`src/hdl/audio_dma_pkg.sv`:
```
// Constants and carrier types for the audio serial DMA and status block
package audio_dma_pkg;

  // ----------------------------------------------------------------
  // Register byte offsets
  // ----------------------------------------------------------------
  localparam logic [7:0] DMA_CTRL_OFS = 8'h00;
  localparam logic [7:0] REC_BASE_OFS = 8'h08;
  localparam logic [7:0] REC_LEN_OFS = 8'h0C;
  localparam logic [7:0] REC_CUR_OFS = 8'h10;
  localparam logic [7:0] PLAY_BASE_OFS = 8'h14;
  localparam logic [7:0] PLAY_LEN_OFS = 8'h18;
  localparam logic [7:0] PLAY_CUR_OFS = 8'h1C;
  localparam logic [7:0] REC_STAT_OFS = 8'h20;
  localparam logic [7:0] PLAY_STAT_OFS = 8'h24;
  localparam logic [7:0] SER_CTRL_OFS = 8'h28;
  localparam logic [7:0] DOWN_CNT_OFS = 8'h2C;

  // ----------------------------------------------------------------
  // Field positions
  // ----------------------------------------------------------------
  localparam int FLAG_SECTION = 0;
  localparam int FLAG_UNDER = 1;
  localparam int FLAG_OVER = 2;
  localparam int FLAG_DETECT = 3;
  localparam int FLAG_CNT_ZERO = 4;
  localparam int SN_LSB = 5;
  localparam int REC_SEL_LSB = 14;
  localparam int PLAY_SEL_LSB = 12;
  localparam int CNT_EN_BIT = 4;
  localparam int DETECT_EN_BIT = 3;
  localparam int SLAVE_BIT = 20;
  localparam int PRS_LSB = 16;
  localparam int BCLK_DIV_LSB = 5;
  localparam int MCLK_SEL_BIT = 4;
  localparam int FORMAT_BIT = 3;

  // ----------------------------------------------------------------
  // Reset values and counts
  // ----------------------------------------------------------------
  localparam logic [31:0] REG_RESET = 32'h0000_0000;
  localparam logic [31:0] DOWN_CNT_RESET = 32'hFFFF_FFFF;
  localparam logic [31:0] ADDR_STEP = 32'h0000_0004;
  localparam logic [4:0] BITS_PER_CHANNEL_M1 = 5'h1F;

  // ----------------------------------------------------------------
  // Carrier types
  // ----------------------------------------------------------------
  typedef struct packed {
    logic [23:0] left;
    logic [23:0] right;
  } stereo_pair_t;

  typedef struct packed {
    logic push;
    logic full;
    logic pop;
    logic empty;
  } fifo_events_t;

endpackage

```
`src/hdl/audio_serial_dma_status.sv`:
```
// Audio serial DMA ring addressing, event status and serial clocking
//
// The Avalon-MM interface to the registers was left to the implementer.
`timescale 1ns/10ps

module dma_ring
  import audio_dma_pkg::*;
(
  input wire logic clk,
  input wire logic sys_rst,
  input wire logic [31:0] base,
  input wire logic [31:0] len,
  input wire logic [1:0] sel,
  input wire logic beat,
  output logic [31:0] addr_q,
  output logic [2:0] sn_q,
  output logic hit
);
  logic [31:0] offset_q;
  logic [31:0] off_next;
  logic wrap;
  logic [34:0] lhs;
  logic [34:0] rhs;

  assign off_next = offset_q + ADDR_STEP;
  assign wrap = off_next >= len;
  assign lhs = {3'h0, off_next} << sel;
  assign rhs = {3'h0, len} * ({32'h0, sn_q} + 35'h1);
  assign hit = beat & (wrap | ((sel != 2'h0) & (lhs >= rhs)));

  // ----------------------------------------------------------------
  // Ring offset and section number
  // ----------------------------------------------------------------
  always_ff @(posedge clk)
  begin
    if (sys_rst)
    begin
      offset_q <= REG_RESET;
      sn_q <= 3'h0;
    end
    else if (beat)
    begin
      if (wrap)
      begin
        offset_q <= REG_RESET;
        sn_q <= 3'h0;
      end
      else
      begin
        offset_q <= off_next;
        if (hit)
          sn_q <= sn_q + 3'h1;
      end
    end
  end

  always_ff @(posedge clk)
  begin
    if (sys_rst)
      addr_q <= REG_RESET;
    else
      addr_q <= base + offset_q;
  end
endmodule

module audio_serial_dma_status
  import audio_dma_pkg::*;
(
  input wire logic clk,
  input wire logic sys_rst,
  input wire logic [7:0] avs_address,
  input wire logic avs_read,
  input wire logic avs_write,
  input wire logic [31:0] avs_writedata,
  input wire logic [3:0] avs_byteenable,
  output logic [31:0] avs_readdata,
  output logic avs_waitrequest,
  input wire logic rec_dma_beat,
  input wire logic play_dma_beat,
  output logic [31:0] rec_dma_addr,
  output logic [31:0] play_dma_addr,
  input wire fifo_events_t rec_fifo,
  input wire fifo_events_t play_fifo,
  input wire stereo_pair_t play_pair,
  output logic play_pair_taken,
  output stereo_pair_t rec_pair,
  output logic rec_pair_valid,
  output logic mclk_o,
  output logic bclk_o,
  output logic bclk_oe,
  input wire logic bclk_i,
  output logic lrclk_o,
  output logic lrclk_oe,
  input wire logic lrclk_i,
  output logic sdo_o,
  input wire logic sdi_i
);
  logic [31:0] ctrl_q, rec_base_q, rec_len_q, play_base_q, play_len_q, ser_q, down_q;
  logic [4:0] rec_flag_q, play_flag_q;
  logic [2:0] rec_sn, play_sn;
  logic rec_hit, play_hit;
  logic ack_q;
  logic [31:0] wmask, rd_d;
  logic wr_ok;
  logic [4:0] rec_set, play_set, rec_clr, play_clr;

  // ----------------------------------------------------------------
  // DMA rings
  // ----------------------------------------------------------------
  dma_ring u_rec_ring (
    .clk(clk),
    .sys_rst(sys_rst),
    .base(rec_base_q),
    .len(rec_len_q),
    .sel(ctrl_q[REC_SEL_LSB +: 2]),
    .beat(rec_dma_beat),
    .addr_q(rec_dma_addr),
    .sn_q(rec_sn),
    .hit(rec_hit)
  );

  dma_ring u_play_ring (
    .clk(clk),
    .sys_rst(sys_rst),
    .base(play_base_q),
    .len(play_len_q),
    .sel(ctrl_q[PLAY_SEL_LSB +: 2]),
    .beat(play_dma_beat),
    .addr_q(play_dma_addr),
    .sn_q(play_sn),
    .hit(play_hit)
  );

  // ----------------------------------------------------------------
  // Avalon slave: one wait cycle, then answer
  // ----------------------------------------------------------------
  assign avs_waitrequest = (avs_read | avs_write) & ~ack_q;
  assign wr_ok = avs_write & ack_q;
  assign wmask = {{8{avs_byteenable[3]}}, {8{avs_byteenable[2]}},
                  {8{avs_byteenable[1]}}, {8{avs_byteenable[0]}}};

  always_ff @(posedge clk)
  begin
    if (sys_rst)
      ack_q <= 1'b0;
    else
      ack_q <= (avs_read | avs_write) & ~ack_q;
  end

  always_comb
  begin
    case (avs_address)
      DMA_CTRL_OFS: rd_d = ctrl_q;
      REC_BASE_OFS: rd_d = rec_base_q;
      REC_LEN_OFS: rd_d = rec_len_q;
      REC_CUR_OFS: rd_d = rec_dma_addr;
      PLAY_BASE_OFS: rd_d = play_base_q;
      PLAY_LEN_OFS: rd_d = play_len_q;
      PLAY_CUR_OFS: rd_d = play_dma_addr;
      REC_STAT_OFS: rd_d = {24'h0, rec_sn, 2'h0, rec_flag_q[2:0]};
      PLAY_STAT_OFS: rd_d = {24'h0, play_sn, play_flag_q};
      SER_CTRL_OFS: rd_d = ser_q;
      DOWN_CNT_OFS: rd_d = down_q;
      default: rd_d = REG_RESET;
    endcase
  end

  always_ff @(posedge clk)
  begin
    if (sys_rst)
      avs_readdata <= REG_RESET;
    else if (avs_read & ~ack_q)
      avs_readdata <= rd_d;
  end

  function automatic logic [31:0] merge(input logic [31:0] old, input logic [31:0] nw,
                                        input logic [31:0] m);
    merge = (old & ~m) | (nw & m);
  endfunction

  always_ff @(posedge clk)
  begin
    if (sys_rst)
    begin
      ctrl_q <= REG_RESET;
      rec_base_q <= REG_RESET;
      rec_len_q <= REG_RESET;
      play_base_q <= REG_RESET;
      play_len_q <= REG_RESET;
      ser_q <= REG_RESET;
    end
    else if (wr_ok)
    begin
      case (avs_address)
        DMA_CTRL_OFS: ctrl_q <= merge(ctrl_q, avs_writedata, wmask);
        REC_BASE_OFS: rec_base_q <= merge(rec_base_q, avs_writedata, wmask);
        REC_LEN_OFS: rec_len_q <= merge(rec_len_q, avs_writedata, wmask);
        PLAY_BASE_OFS: play_base_q <= merge(play_base_q, avs_writedata, wmask);
        PLAY_LEN_OFS: play_len_q <= merge(play_len_q, avs_writedata, wmask);
        SER_CTRL_OFS: ser_q <= merge(ser_q, avs_writedata, wmask);
        default: ;
      endcase
    end
  end

  // ----------------------------------------------------------------
  // Clock generation: PLL stand-in is clk/2, then prescaler
  // ----------------------------------------------------------------
  logic pll_q, pll_rise, mclk_q, mclk_tick;
  logic [4:0] pre_cnt_q, div_m1;
  logic [2:0] bdiv_q;
  logic bclk_q, lr_q, master;
  logic [4:0] mbit_q;

  assign master = ~ser_q[SLAVE_BIT];

  always_comb
  begin
    case (ser_q[PRS_LSB +: 4])
      4'h9: div_m1 = 5'h09;
      4'hB: div_m1 = 5'h0B;
      4'hD: div_m1 = 5'h0D;
      4'hF: div_m1 = 5'h0F;
      default: div_m1 = {2'h0, ser_q[PRS_LSB +: 3]};
    endcase
  end

  assign pll_rise = ~pll_q;
  assign mclk_tick = pll_rise & (pre_cnt_q == div_m1);

  always_ff @(posedge clk)
  begin
    if (sys_rst)
    begin
      pll_q <= 1'b0;
      pre_cnt_q <= 5'h0;
      mclk_q <= 1'b0;
    end
    else
    begin
      pll_q <= ~pll_q;
      if (pll_rise)
        pre_cnt_q <= (pre_cnt_q >= div_m1) ? 5'h0 : pre_cnt_q + 5'h1;
      if (ser_q[MCLK_SEL_BIT])
        mclk_q <= pll_rise;
      else if (div_m1[0])
        mclk_q <= pll_rise & (pre_cnt_q <= {1'b0, div_m1[4:1]}) |
                  ~pll_rise & mclk_q;
      else
        // Odd factors: one high clk cycle per period, half a PLL period
        mclk_q <= pll_rise & (pre_cnt_q == 5'h0);
    end
  end

  assign mclk_o = mclk_q;

  // Master bit clock toggles every (divider + 1) prescaler periods, also when the master clock runs at the PLL rate
  logic bclk_rise_m, bclk_fall_m;
  assign bclk_fall_m = master & mclk_tick & (bdiv_q == ser_q[BCLK_DIV_LSB +: 3]) & bclk_q;
  assign bclk_rise_m = master & mclk_tick & (bdiv_q == ser_q[BCLK_DIV_LSB +: 3]) & ~bclk_q;

  always_ff @(posedge clk)
  begin
    if (sys_rst)
    begin
      bdiv_q <= 3'h0;
      bclk_q <= 1'b0;
      lr_q <= 1'b0;
      mbit_q <= 5'h0;
    end
    else if (master & mclk_tick)
    begin
      if (bdiv_q >= ser_q[BCLK_DIV_LSB +: 3])
      begin
        bdiv_q <= 3'h0;
        bclk_q <= ~bclk_q;
        if (bclk_q)
        begin
          mbit_q <= mbit_q + 5'h1;
          if (mbit_q == BITS_PER_CHANNEL_M1)
            lr_q <= ~lr_q;
        end
      end
      else
        bdiv_q <= bdiv_q + 3'h1;
    end
  end

  assign bclk_o = bclk_q;
  assign lrclk_o = lr_q;
  assign bclk_oe = master;
  assign lrclk_oe = master;

  // ----------------------------------------------------------------
  // Slave pin synchronisers: three stages, level changes on agreement
  // ----------------------------------------------------------------
  logic [2:0] bsync_q, lsync_q;
  logic bclk_f_q, lr_f_q;
  always_ff @(posedge clk)
  begin
    if (sys_rst)
    begin
      bsync_q <= 3'h0;
      lsync_q <= 3'h0;
      bclk_f_q <= 1'b0;
      lr_f_q <= 1'b0;
    end
    else
    begin
      bsync_q <= {bsync_q[1:0], bclk_i};
      lsync_q <= {lsync_q[1:0], lrclk_i};
      if (bsync_q[1] == bsync_q[2])
        bclk_f_q <= bsync_q[2];
      if (lsync_q[1] == lsync_q[2])
        lr_f_q <= lsync_q[2];
    end
  end

  logic bclk_rise_s, bclk_fall_s, brise, bfall, lr_now, lr_pin_now;
  assign bclk_rise_s = ~master & (bsync_q[1] == bsync_q[2]) & bsync_q[2] & ~bclk_f_q;
  assign bclk_fall_s = ~master & (bsync_q[1] == bsync_q[2]) & ~bsync_q[2] & bclk_f_q;
  assign brise = bclk_rise_m | bclk_rise_s;
  assign bfall = bclk_fall_m | bclk_fall_s;
  // Frame level as it stands after this fall, so a channel starts on the frame edge itself
  assign lr_pin_now = (lsync_q[1] == lsync_q[2]) ? lsync_q[2] : lr_f_q;
  assign lr_now = master ? (lr_q ^ (mbit_q == BITS_PER_CHANNEL_M1)) : lr_pin_now;

  // ----------------------------------------------------------------
  // Serial data path
  // ----------------------------------------------------------------
  logic lr_last_q, ch_start, sent_q;
  logic [31:0] tx_q, rx_q;
  stereo_pair_t cur_q;
  logic [23:0] tx_word;
  assign ch_start = bfall & (lr_now != lr_last_q);
  assign tx_word = lr_now ? cur_q.right : play_pair.left;

  always_ff @(posedge clk)
  begin
    if (sys_rst)
    begin
      lr_last_q <= 1'b0;
      tx_q <= REG_RESET;
      sdo_o <= 1'b0;
      cur_q <= '0;
      play_pair_taken <= 1'b0;
      sent_q <= 1'b0;
    end
    else
    begin
      play_pair_taken <= ch_start & ~lr_now;
      sent_q <= ch_start;
      if (bfall)
      begin
        lr_last_q <= lr_now;
        if (ch_start)
        begin
          if (ser_q[FORMAT_BIT])
            tx_q <= {tx_word, 8'h00};
          else
            tx_q <= {1'b0, tx_word, 7'h00};
          sdo_o <= ser_q[FORMAT_BIT] ? tx_word[23] : 1'b0;
          if (~lr_now)
            cur_q <= play_pair;
        end
        else
        begin
          tx_q <= {tx_q[30:0], 1'b0};
          sdo_o <= tx_q[30];
        end
      end
    end
  end

  always_ff @(posedge clk)
  begin
    if (sys_rst)
    begin
      rx_q <= REG_RESET;
      rec_pair <= '0;
      rec_pair_valid <= 1'b0;
    end
    else
    begin
      rec_pair_valid <= ch_start & ~lr_now;
      if (ch_start)
      begin
        if (lr_now)
          rec_pair.left <= ser_q[FORMAT_BIT] ? rx_q[31:8] : rx_q[30:7];
        else
          rec_pair.right <= ser_q[FORMAT_BIT] ? rx_q[31:8] : rx_q[30:7];
        rx_q <= REG_RESET;
      end
      else if (brise)
        rx_q <= {rx_q[30:0], sdi_i};
    end
  end

  // ----------------------------------------------------------------
  // Down-counter and playback data detector
  // ----------------------------------------------------------------
  logic det_hit;
  stereo_pair_t prev_q;
  assign det_hit = ctrl_q[DETECT_EN_BIT] & play_pair_taken &
                   ((cur_q == '0) | (cur_q.left[23] != prev_q.left[23]) |
                    (cur_q.right[23] != prev_q.right[23]));

  always_ff @(posedge clk)
  begin
    if (sys_rst)
      prev_q <= '0;
    else if (play_pair_taken)
      prev_q <= cur_q;
  end

  always_ff @(posedge clk)
  begin
    if (sys_rst)
      down_q <= DOWN_CNT_RESET;
    else if (wr_ok & (avs_address == DOWN_CNT_OFS))
      down_q <= merge(down_q, avs_writedata, wmask);
    else if (ctrl_q[CNT_EN_BIT] & sent_q & (down_q != REG_RESET))
      down_q <= down_q - 32'h1;
  end

  // ----------------------------------------------------------------
  // Sticky event flags
  // ----------------------------------------------------------------
  assign rec_set = {2'b00, rec_fifo.push & rec_fifo.full,
                    rec_fifo.pop & rec_fifo.empty, rec_hit};
  assign play_set = {ctrl_q[CNT_EN_BIT] & (down_q == REG_RESET), det_hit,
                     play_fifo.push & play_fifo.full,
                     play_fifo.pop & play_fifo.empty, play_hit};
  assign rec_clr = (wr_ok & (avs_address == REC_STAT_OFS) & avs_byteenable[0]) ?
                   avs_writedata[4:0] : 5'h0;
  assign play_clr = (wr_ok & (avs_address == PLAY_STAT_OFS) & avs_byteenable[0]) ?
                    avs_writedata[4:0] : 5'h0;

  always_ff @(posedge clk)
  begin
    if (sys_rst)
    begin
      rec_flag_q <= 5'h0;
      play_flag_q <= 5'h0;
    end
    else
    begin
      rec_flag_q <= rec_set | (rec_flag_q & ~rec_clr);
      play_flag_q <= play_set | (play_flag_q & ~play_clr);
    end
  end
endmodule

```
`config.mk`:
```
export PLATFORM = sky130hd
export DESIGN_NAME = audio_serial_dma_status
export DESIGN_NICKNAME = d
export VERILOG_FILES = /design/src/hdl/audio_dma_pkg.sv /design/src/hdl/audio_serial_dma_status.sv
export SDC_FILE = /design/constraint.sdc
export NUM_CORES = 2
export LEC_CHECK = 0
export BUFFER_PORTS_ARGS = -buffer_cell sky130_fd_sc_hd__buf_4
export CORE_ASPECT_RATIO = 1.2
export CORE_MARGIN = 4
export CORE_UTILIZATION = 35
export DETAILED_ROUTE_END_ITERATION = 7
export PLACE_DENSITY = 0.48
export SETUP_SLACK_MARGIN = 0.05
export SYNTH_ARGS = -nofsm -noshare
export SYNTH_HDL_FRONTEND = slang
export SYNTH_SLANG_ARGS = --single-unit
```
`constraint.sdc`:
```
create_clock -name clk -period 13.7 [get_ports clk]
set_input_delay 1.37 -clock clk [delete_from_list [all_inputs] [get_ports clk]]
set_output_delay 1.37 -clock clk [all_outputs]
set_load 0.005 [all_outputs]
```
Word-level counts from Yosys, hierarchy flattened
Index checks and enable logic that the tools add are counted.
Storage, ports and cells
  word-level logic and storage cells: 209
  output and inout bits: 153
  bits in read-only memories: 0
  register bits after elaboration: 637
  bits in writable memories: 0
  bits of input ports: 109
  memories kept: 0
  latch bits: 0
Cells by class
  add/sub/neg operators: 12
  equality and inequality tests: 22
  bitwise logic cells: 75
  div/mod/pow operators: 0
  $mul: 2
  $lt $le $gt $ge: 7
  reduce and logical (&&, ||, !) cells: 25
  mux-type cells: 24
  shifts and indexed selects: 2
Operator list (count)
  $pmux 32 s11: 1
  $and 32x32->32: 8
  $or 32x32->32: 7
  $mux 32: 4
  $ge 35x35->1: 2
  $mul 32x35->35: 2
  $shl 32x2->35: 2
  $add 32x3->32 const B: 2
  $add 32x32->32: 2
  $ge 32x32->1: 2
  $mux 31: 2
  $logic_not 48->1: 1
  $mux 24: 2
  $and 1x1->1: 36
  $eq 8x5->1 const B: 4
  $eq 8x6->1 const B: 4
  $logic_not 32->1: 1
  $not 32->32: 1
  $reduce_bool 32->1: 1
  $sub 32x1->32 const B: 1
  $reduce_and 2->1: 11
  $eq 4x4->1 const B: 4
  $eq 8x4->1 const B: 2
  $pmux 4 s4: 1
  27 further kinds: 66

Logic depth before layout (Yosys ltp)
  depth in word-level cells: 10
  gate-level depth with buffers: 28
  depth with buffers taken out: 27

Cells and area by module
Synthesis repeated with hierarchy kept, for this count alone.
Unflattened totals
  cells, all modules: 5042
  area total of the unflattened synthesis: 40986.8 µm²
Modules (own cells, without submodules)
  audio_serial_dma_status: instances 1, sequential area each 8968.6 µm², area an instance 21020.2 µm², cells each 2530
  dma_ring at u_play_ring: instances 1, sequential area each 1301.2 µm², area an instance 10353.7 µm², cells each 1279
  dma_ring at u_rec_ring: instances 1, sequential area each 1301.2 µm², area an instance 9613.0 µm², cells each 1233

Worst setup path before layout
OpenSTA, ideal clock, no wires.
  kind: register to register
  start: reg u_rec_ring.sn_q[1]
  end: reg u_rec_ring.sn_q[1]
  path buffers: 1
  data arrival time: 6.074 ns
  clock period less this slack: 6.148 ns
  stages on the path, launching flop included: 26
  setup slack: 7.552 ns
  required time: 13.626 ns
  library setup time: 0.074 ns
  cell sequence: dfxtp_1 ha_1 xor2_1 clkbuf_1 and2_1 fa_1 fa_1 ha_1 a211oi_1 o21ai_0 a21o_1 a211o_1 a41oi_1 o311ai_0 o211ai_1 o21ai_0 xnor2_1 ha_1 a21oi_1 nor2b_1 a2111oi_0 o211ai_1 a21oi_1 o2bb2ai_1 or4b_2 a31oi_1
Between the ends
  cells in the longest elaborated chain, start to end: 8
  elaborated cells between the ends (all ways): 11
  those cells by class: 2 x add/sub; 1 x mul; 1 x order compare; 2 x mux; 3 x bitwise; 2 x reduce/logical
RTL lines
  start: declaration: line audio_serial_dma_status.sv:16  | output logic [2:0] sn_q,
  start signal: assignment: line audio_serial_dma_status.sv:52  | sn_q <= sn_q + 3'h1;
  $add 3x1->4: line audio_serial_dma_status.sv:28  | assign rhs = {3'h0, len} * ({32'h0, sn_q} + 35'h1);
  $mul 32x35->35: line audio_serial_dma_status.sv:28
  $ge 35x35->1: line audio_serial_dma_status.sv:29  | assign hit = beat & (wrap | ((sel != 2'h0) & (lhs >= rhs)));
  $and 1x1->1: line audio_serial_dma_status.sv:29
  $or 1x1->1: line audio_serial_dma_status.sv:29
  $and 1x1->1: line audio_serial_dma_status.sv:29
  $reduce_bool 2->1 (no source line)
  $reduce_and 2->1 (no source line)
Several ways; a longest one is shown, not always the timed one. The select of a mux whose other input is x is not followed.
A chain may end at the register's enable or synchronous reset.

Worst setup path after layout
Same ends and word-level chain as after synthesis.

==> summary.md <==
| Metric | Value |
|---|---|
| Status | `finished clean` |
| Register area share after synthesis | `29.4%` |
| Sink Count | `578` |
| Die area | `0.118 mm^2` |
| Largest net degree at the start of global routing | `98` |
| Nets | `5534` |
| Critical Path Source | `u_rec_ring.sn_q[1]` |
| All-layer global routing usage | `24.0%` |
| EDFF count, synth | `0` |
| Post-cts sizing count | `0` |
| Final min period | `7.61 ns` |
| Syn-to-layout area delta | `14.5%` |
| Crit-path max cell delay | `0.75 ns` |
| Fmax | `0.131 GHz` |
| Final WS setup | `6.09 ns` |
| Fin. Hold Viols | `0` |
| Max-cap violations | `0` |
| First-pass GRT wire length | `221000 um` |
| Final ANT Viol Nets | `0` |
| PD cells | `85.1 mW/mm^2` |
| Max Buffers Root-to-Sink | `3` |
| Die H | `376 um` |
| Synth Cell Area | `0.0394 mm^2` |
| Setup repair bufs after CTS | `0` |
| Share of the synthesized area in the top cell type | `29.4%` |
| DP HPWL | `110000 um` |
| Crit Reg-Reg Endpoint | `u_rec_ring.sn_q[1]` |
| Rows | `134` |
| Worst Path Max Fanout | `32` |
| Io pins | `262` |
| Total power | `3840 uW` |
| Tcrit/Tclk final | `55.5%` |
| Post-synthesis cell type count | `89` |
| Async S/R FF share, synth | `0%` |
| Synthesized flop and latch total | `578` |
| Cell leakage power | `0.0181 uW` |
| Synth warnings | `0` |
| Starting density of the core | `35.3%` |
| # port buffers | `261` |
| Worst reg2reg path startpoint | `u_rec_ring.sn_q[1]` |
| Kind of end point of the critical path | `register` |
| GRT overflow | `0` |
| Via-per-instance ratio | `5.48` |
| Worst setup path class | `reg2reg` |
| Final Wtd Congestion | `0.863` |
| Most frequent CP cell | `ha_1` |
| DR iter-0 viols | `2721` |
| CTS H-tree depth | `3` |
| Via Count | `36000` |
| Max VDD drop | `0.0000738 V` |
| Drt total wl | `145000 um` |
| CTS tree | `done` |
| HP Class | `reg2reg` |
| Slew HR | `25.7%` |
| DR WL/cell | `22.1 um` |
| Min-Delay Startpoint | `rx_q[3]` |
| Clk slew on worst S/H paths | `0.06 ns` |
| Hold Path Depth | `2` |
| RSZ-0062 raised after global routing | `no` |
| Hold WS | `0.450 ns` |
| Pre-CTS setup slack | `6.05 ns` |
| R2R Setup Slk | `6.09 ns` |
| Reg2reg path depth | `24` |
| Core area | `0.111 mm^2` |
| Clk_skew | `0.0454 ns` |
| Count leader, synth | `nand2_1` |
| Mean post-synth cell area | `8.01 um^2` |
| Hold_buf cts | `0` |
| Root Buffer | `clkbuf_16` |
| Most used DFF post-synth | `dfxtp_1` |
| Crit start category | `register` |
| Synth area leader | `dfxtp_1` |
| Cells after Synth | `4916` |
| Worst Max-Slew Pin Slew | `1.11 ns` |
| Area contributors post-synth | `dfxtp_1 (29%), ha_1 (9.0%), a21oi_1 (6.7%)` |
| Pins Over Slew Limit | `0` |
| Setup TNS | `0 ns` |
| Critical Path AT | `8.19 ns` |
| Insertion delay to the later sink of the worst-skew pair | `0.67 ns` |
| Antenna violations before repair | `5` |
| Vias in the first global route | `35400` |
| Setup violators final | `0` |
| CP cell instances | `ha_1 > xor2_4 > and2_1 > fa_1 > fa_1 > ha_1 > a211oi_1 > o21ai_0 > a21o_1 > a211o_1 > a41oi_1 > o311ai_0 > o211ai_1 > o21ai_0 > xnor2_1 > ha_1 > a21oi_1 > nor2b_1 > a2111oi_0 > o211ai_1 > a21oi_1 > o2bb2ai_1 > or4b_2 > a31oi_1` |
| Commonest cells in the netlist | `nand2_1 (614), dfxtp_1 (578), a21oi_1 (529)` |
| First drt pass iteration count | `6` |
| Share of layout cells above drive strength 1 | `10.4%` |
| # DRC | `0` |
| Die X | `314 um` |
| CP required | `14.28 ns` |
| Slowest CP cell | `xor2_4` |
| Hold EP | `rx_q[3]` |
| CTS Buf Count | `71` |
power breakdown:
| part | leakage [uW] | switching (uW) | internal, uW |
|---|---|---|---|
| sequential | 0.00466 | 11.6 | 1690 |
| clock | 0.00118 | 829 | 1120 |
| combinational | 0.0122 | 124 | 57.0 |
layer usage:
layer | GRT usage [%] | wire (um) | vias up
li1 | - | - | 17500
met3 | 3.45 | 6720 | 187
met2 | 42.2 | 71500 | 870
met5 | 0 | 13 | -
met4 | 6.34 | 3610 | 2
met1 | 30.6 | 63300 | 17500
state kept, by name, summed over array words and instances, names as in the netlist, 30 cells and up:
register / cells
rec_len_q: 32
avs_readdata: 32
u_rec_ring.addr_q: 32
ser_q: 32
u_play_ring.addr_q: 32
rec_base_q: 32
cur_q: 48
rx_q: 32
u_play_ring.offset_q: 30
play_base_q: 32
u_rec_ring.offset_q: 30
play_len_q: 32
ctrl_q: 32
down_q: 32
rec_pair: 48
cell families after synthesis:
| logic type | after synthesis | synth area share (%) |
|---|---|---|
| simple gates | 1845 | 22.5 |
| compound gates | 1177 | 18.9 |
| flops | 578 | 29.4 |
| buf+inv | 557 | 5.36 |
| fa+ha+maj | 405 | 15.1 |
| xor+xnor | 186 | 4.14 |
| mux | 166 | 4.63 |
| other cells | 2 | 0.0191 |
stage by stage:
step	area [um^2]	utilization, %	cells
global route	45100	40.5	6572
finish	45100	40.5	6573
global placement	42700	38.3	6444
CTS	45100	40.4	6571
detailed placement	42700	38.3	6444
floorplan	39400	-	4918
area by class of cell:
cell class                      count  area (um^2)
Fill cell                       11500        66400
Multi-Input combinational cell   3783        25900
Sequential cell                   578        11600
Timing Repair Buffer              319         2400
Clock buffer                       94         1970
Tap cell                         1496         1870
Inverter                          268         1010
Clock inverter                     33          402
Antenna cell                        2         5.00
cells in the final DEF, fill, tap and decap left out, types with 19 or more instances in the layout:
cell and instances:
mux2i_1 125, a222oi_1 34, o211ai_1 21, nand4_1 49, fa_1 120, nand3_1 258
a22oi_1 52, mux2_2 31, and3_1 38, xor2_1 86, nor4_1 30, a31oi_1 49
dfxtp_1 576, a221oi_1 38, a21oi_1 528, nand2_1 614, buf_4 318, ha_1 284
nand2b_1 93, o21bai_1 19, o21ai_0 116, nor2_1 381, nor2b_1 44, a22o_1 24
clkbuf_16 71, a211oi_1 98, xnor2_1 97, and2_1 166, nor3_1 48, a21o_1 86
inv_1 268
critical path, delay by kind of cell, from the launching register on:
kind                       cells  cell delay [ns]
AOI/OAI and AO/OA             14             3.32
DFF                            1             0.39
adders and majority gates      5             1.90
xor gates and xnor gates       2             0.90
and+or+nand+nor                3             0.99
worst max-delay path by stage:
| stage | to | slack, ns | depth (start not counted) |
|---|---|---|---|
| after floorplan | u_rec_ring.sn_q[1] | 7.55 | 25 |
| after global placement | u_rec_ring.sn_q[1] | 6.14 | 24 |
| after detailed placement | u_rec_ring.sn_q[1] | 6.05 | 23 |
| after CTS | u_rec_ring.sn_q[1] | 6.03 | 24 |
| after global routing | u_rec_ring.sn_q[1] | 5.61 | 23 |
| final | u_rec_ring.sn_q[1] | 6.09 | 24 |
Note: power is estimated with default switching activity, not from simulation.
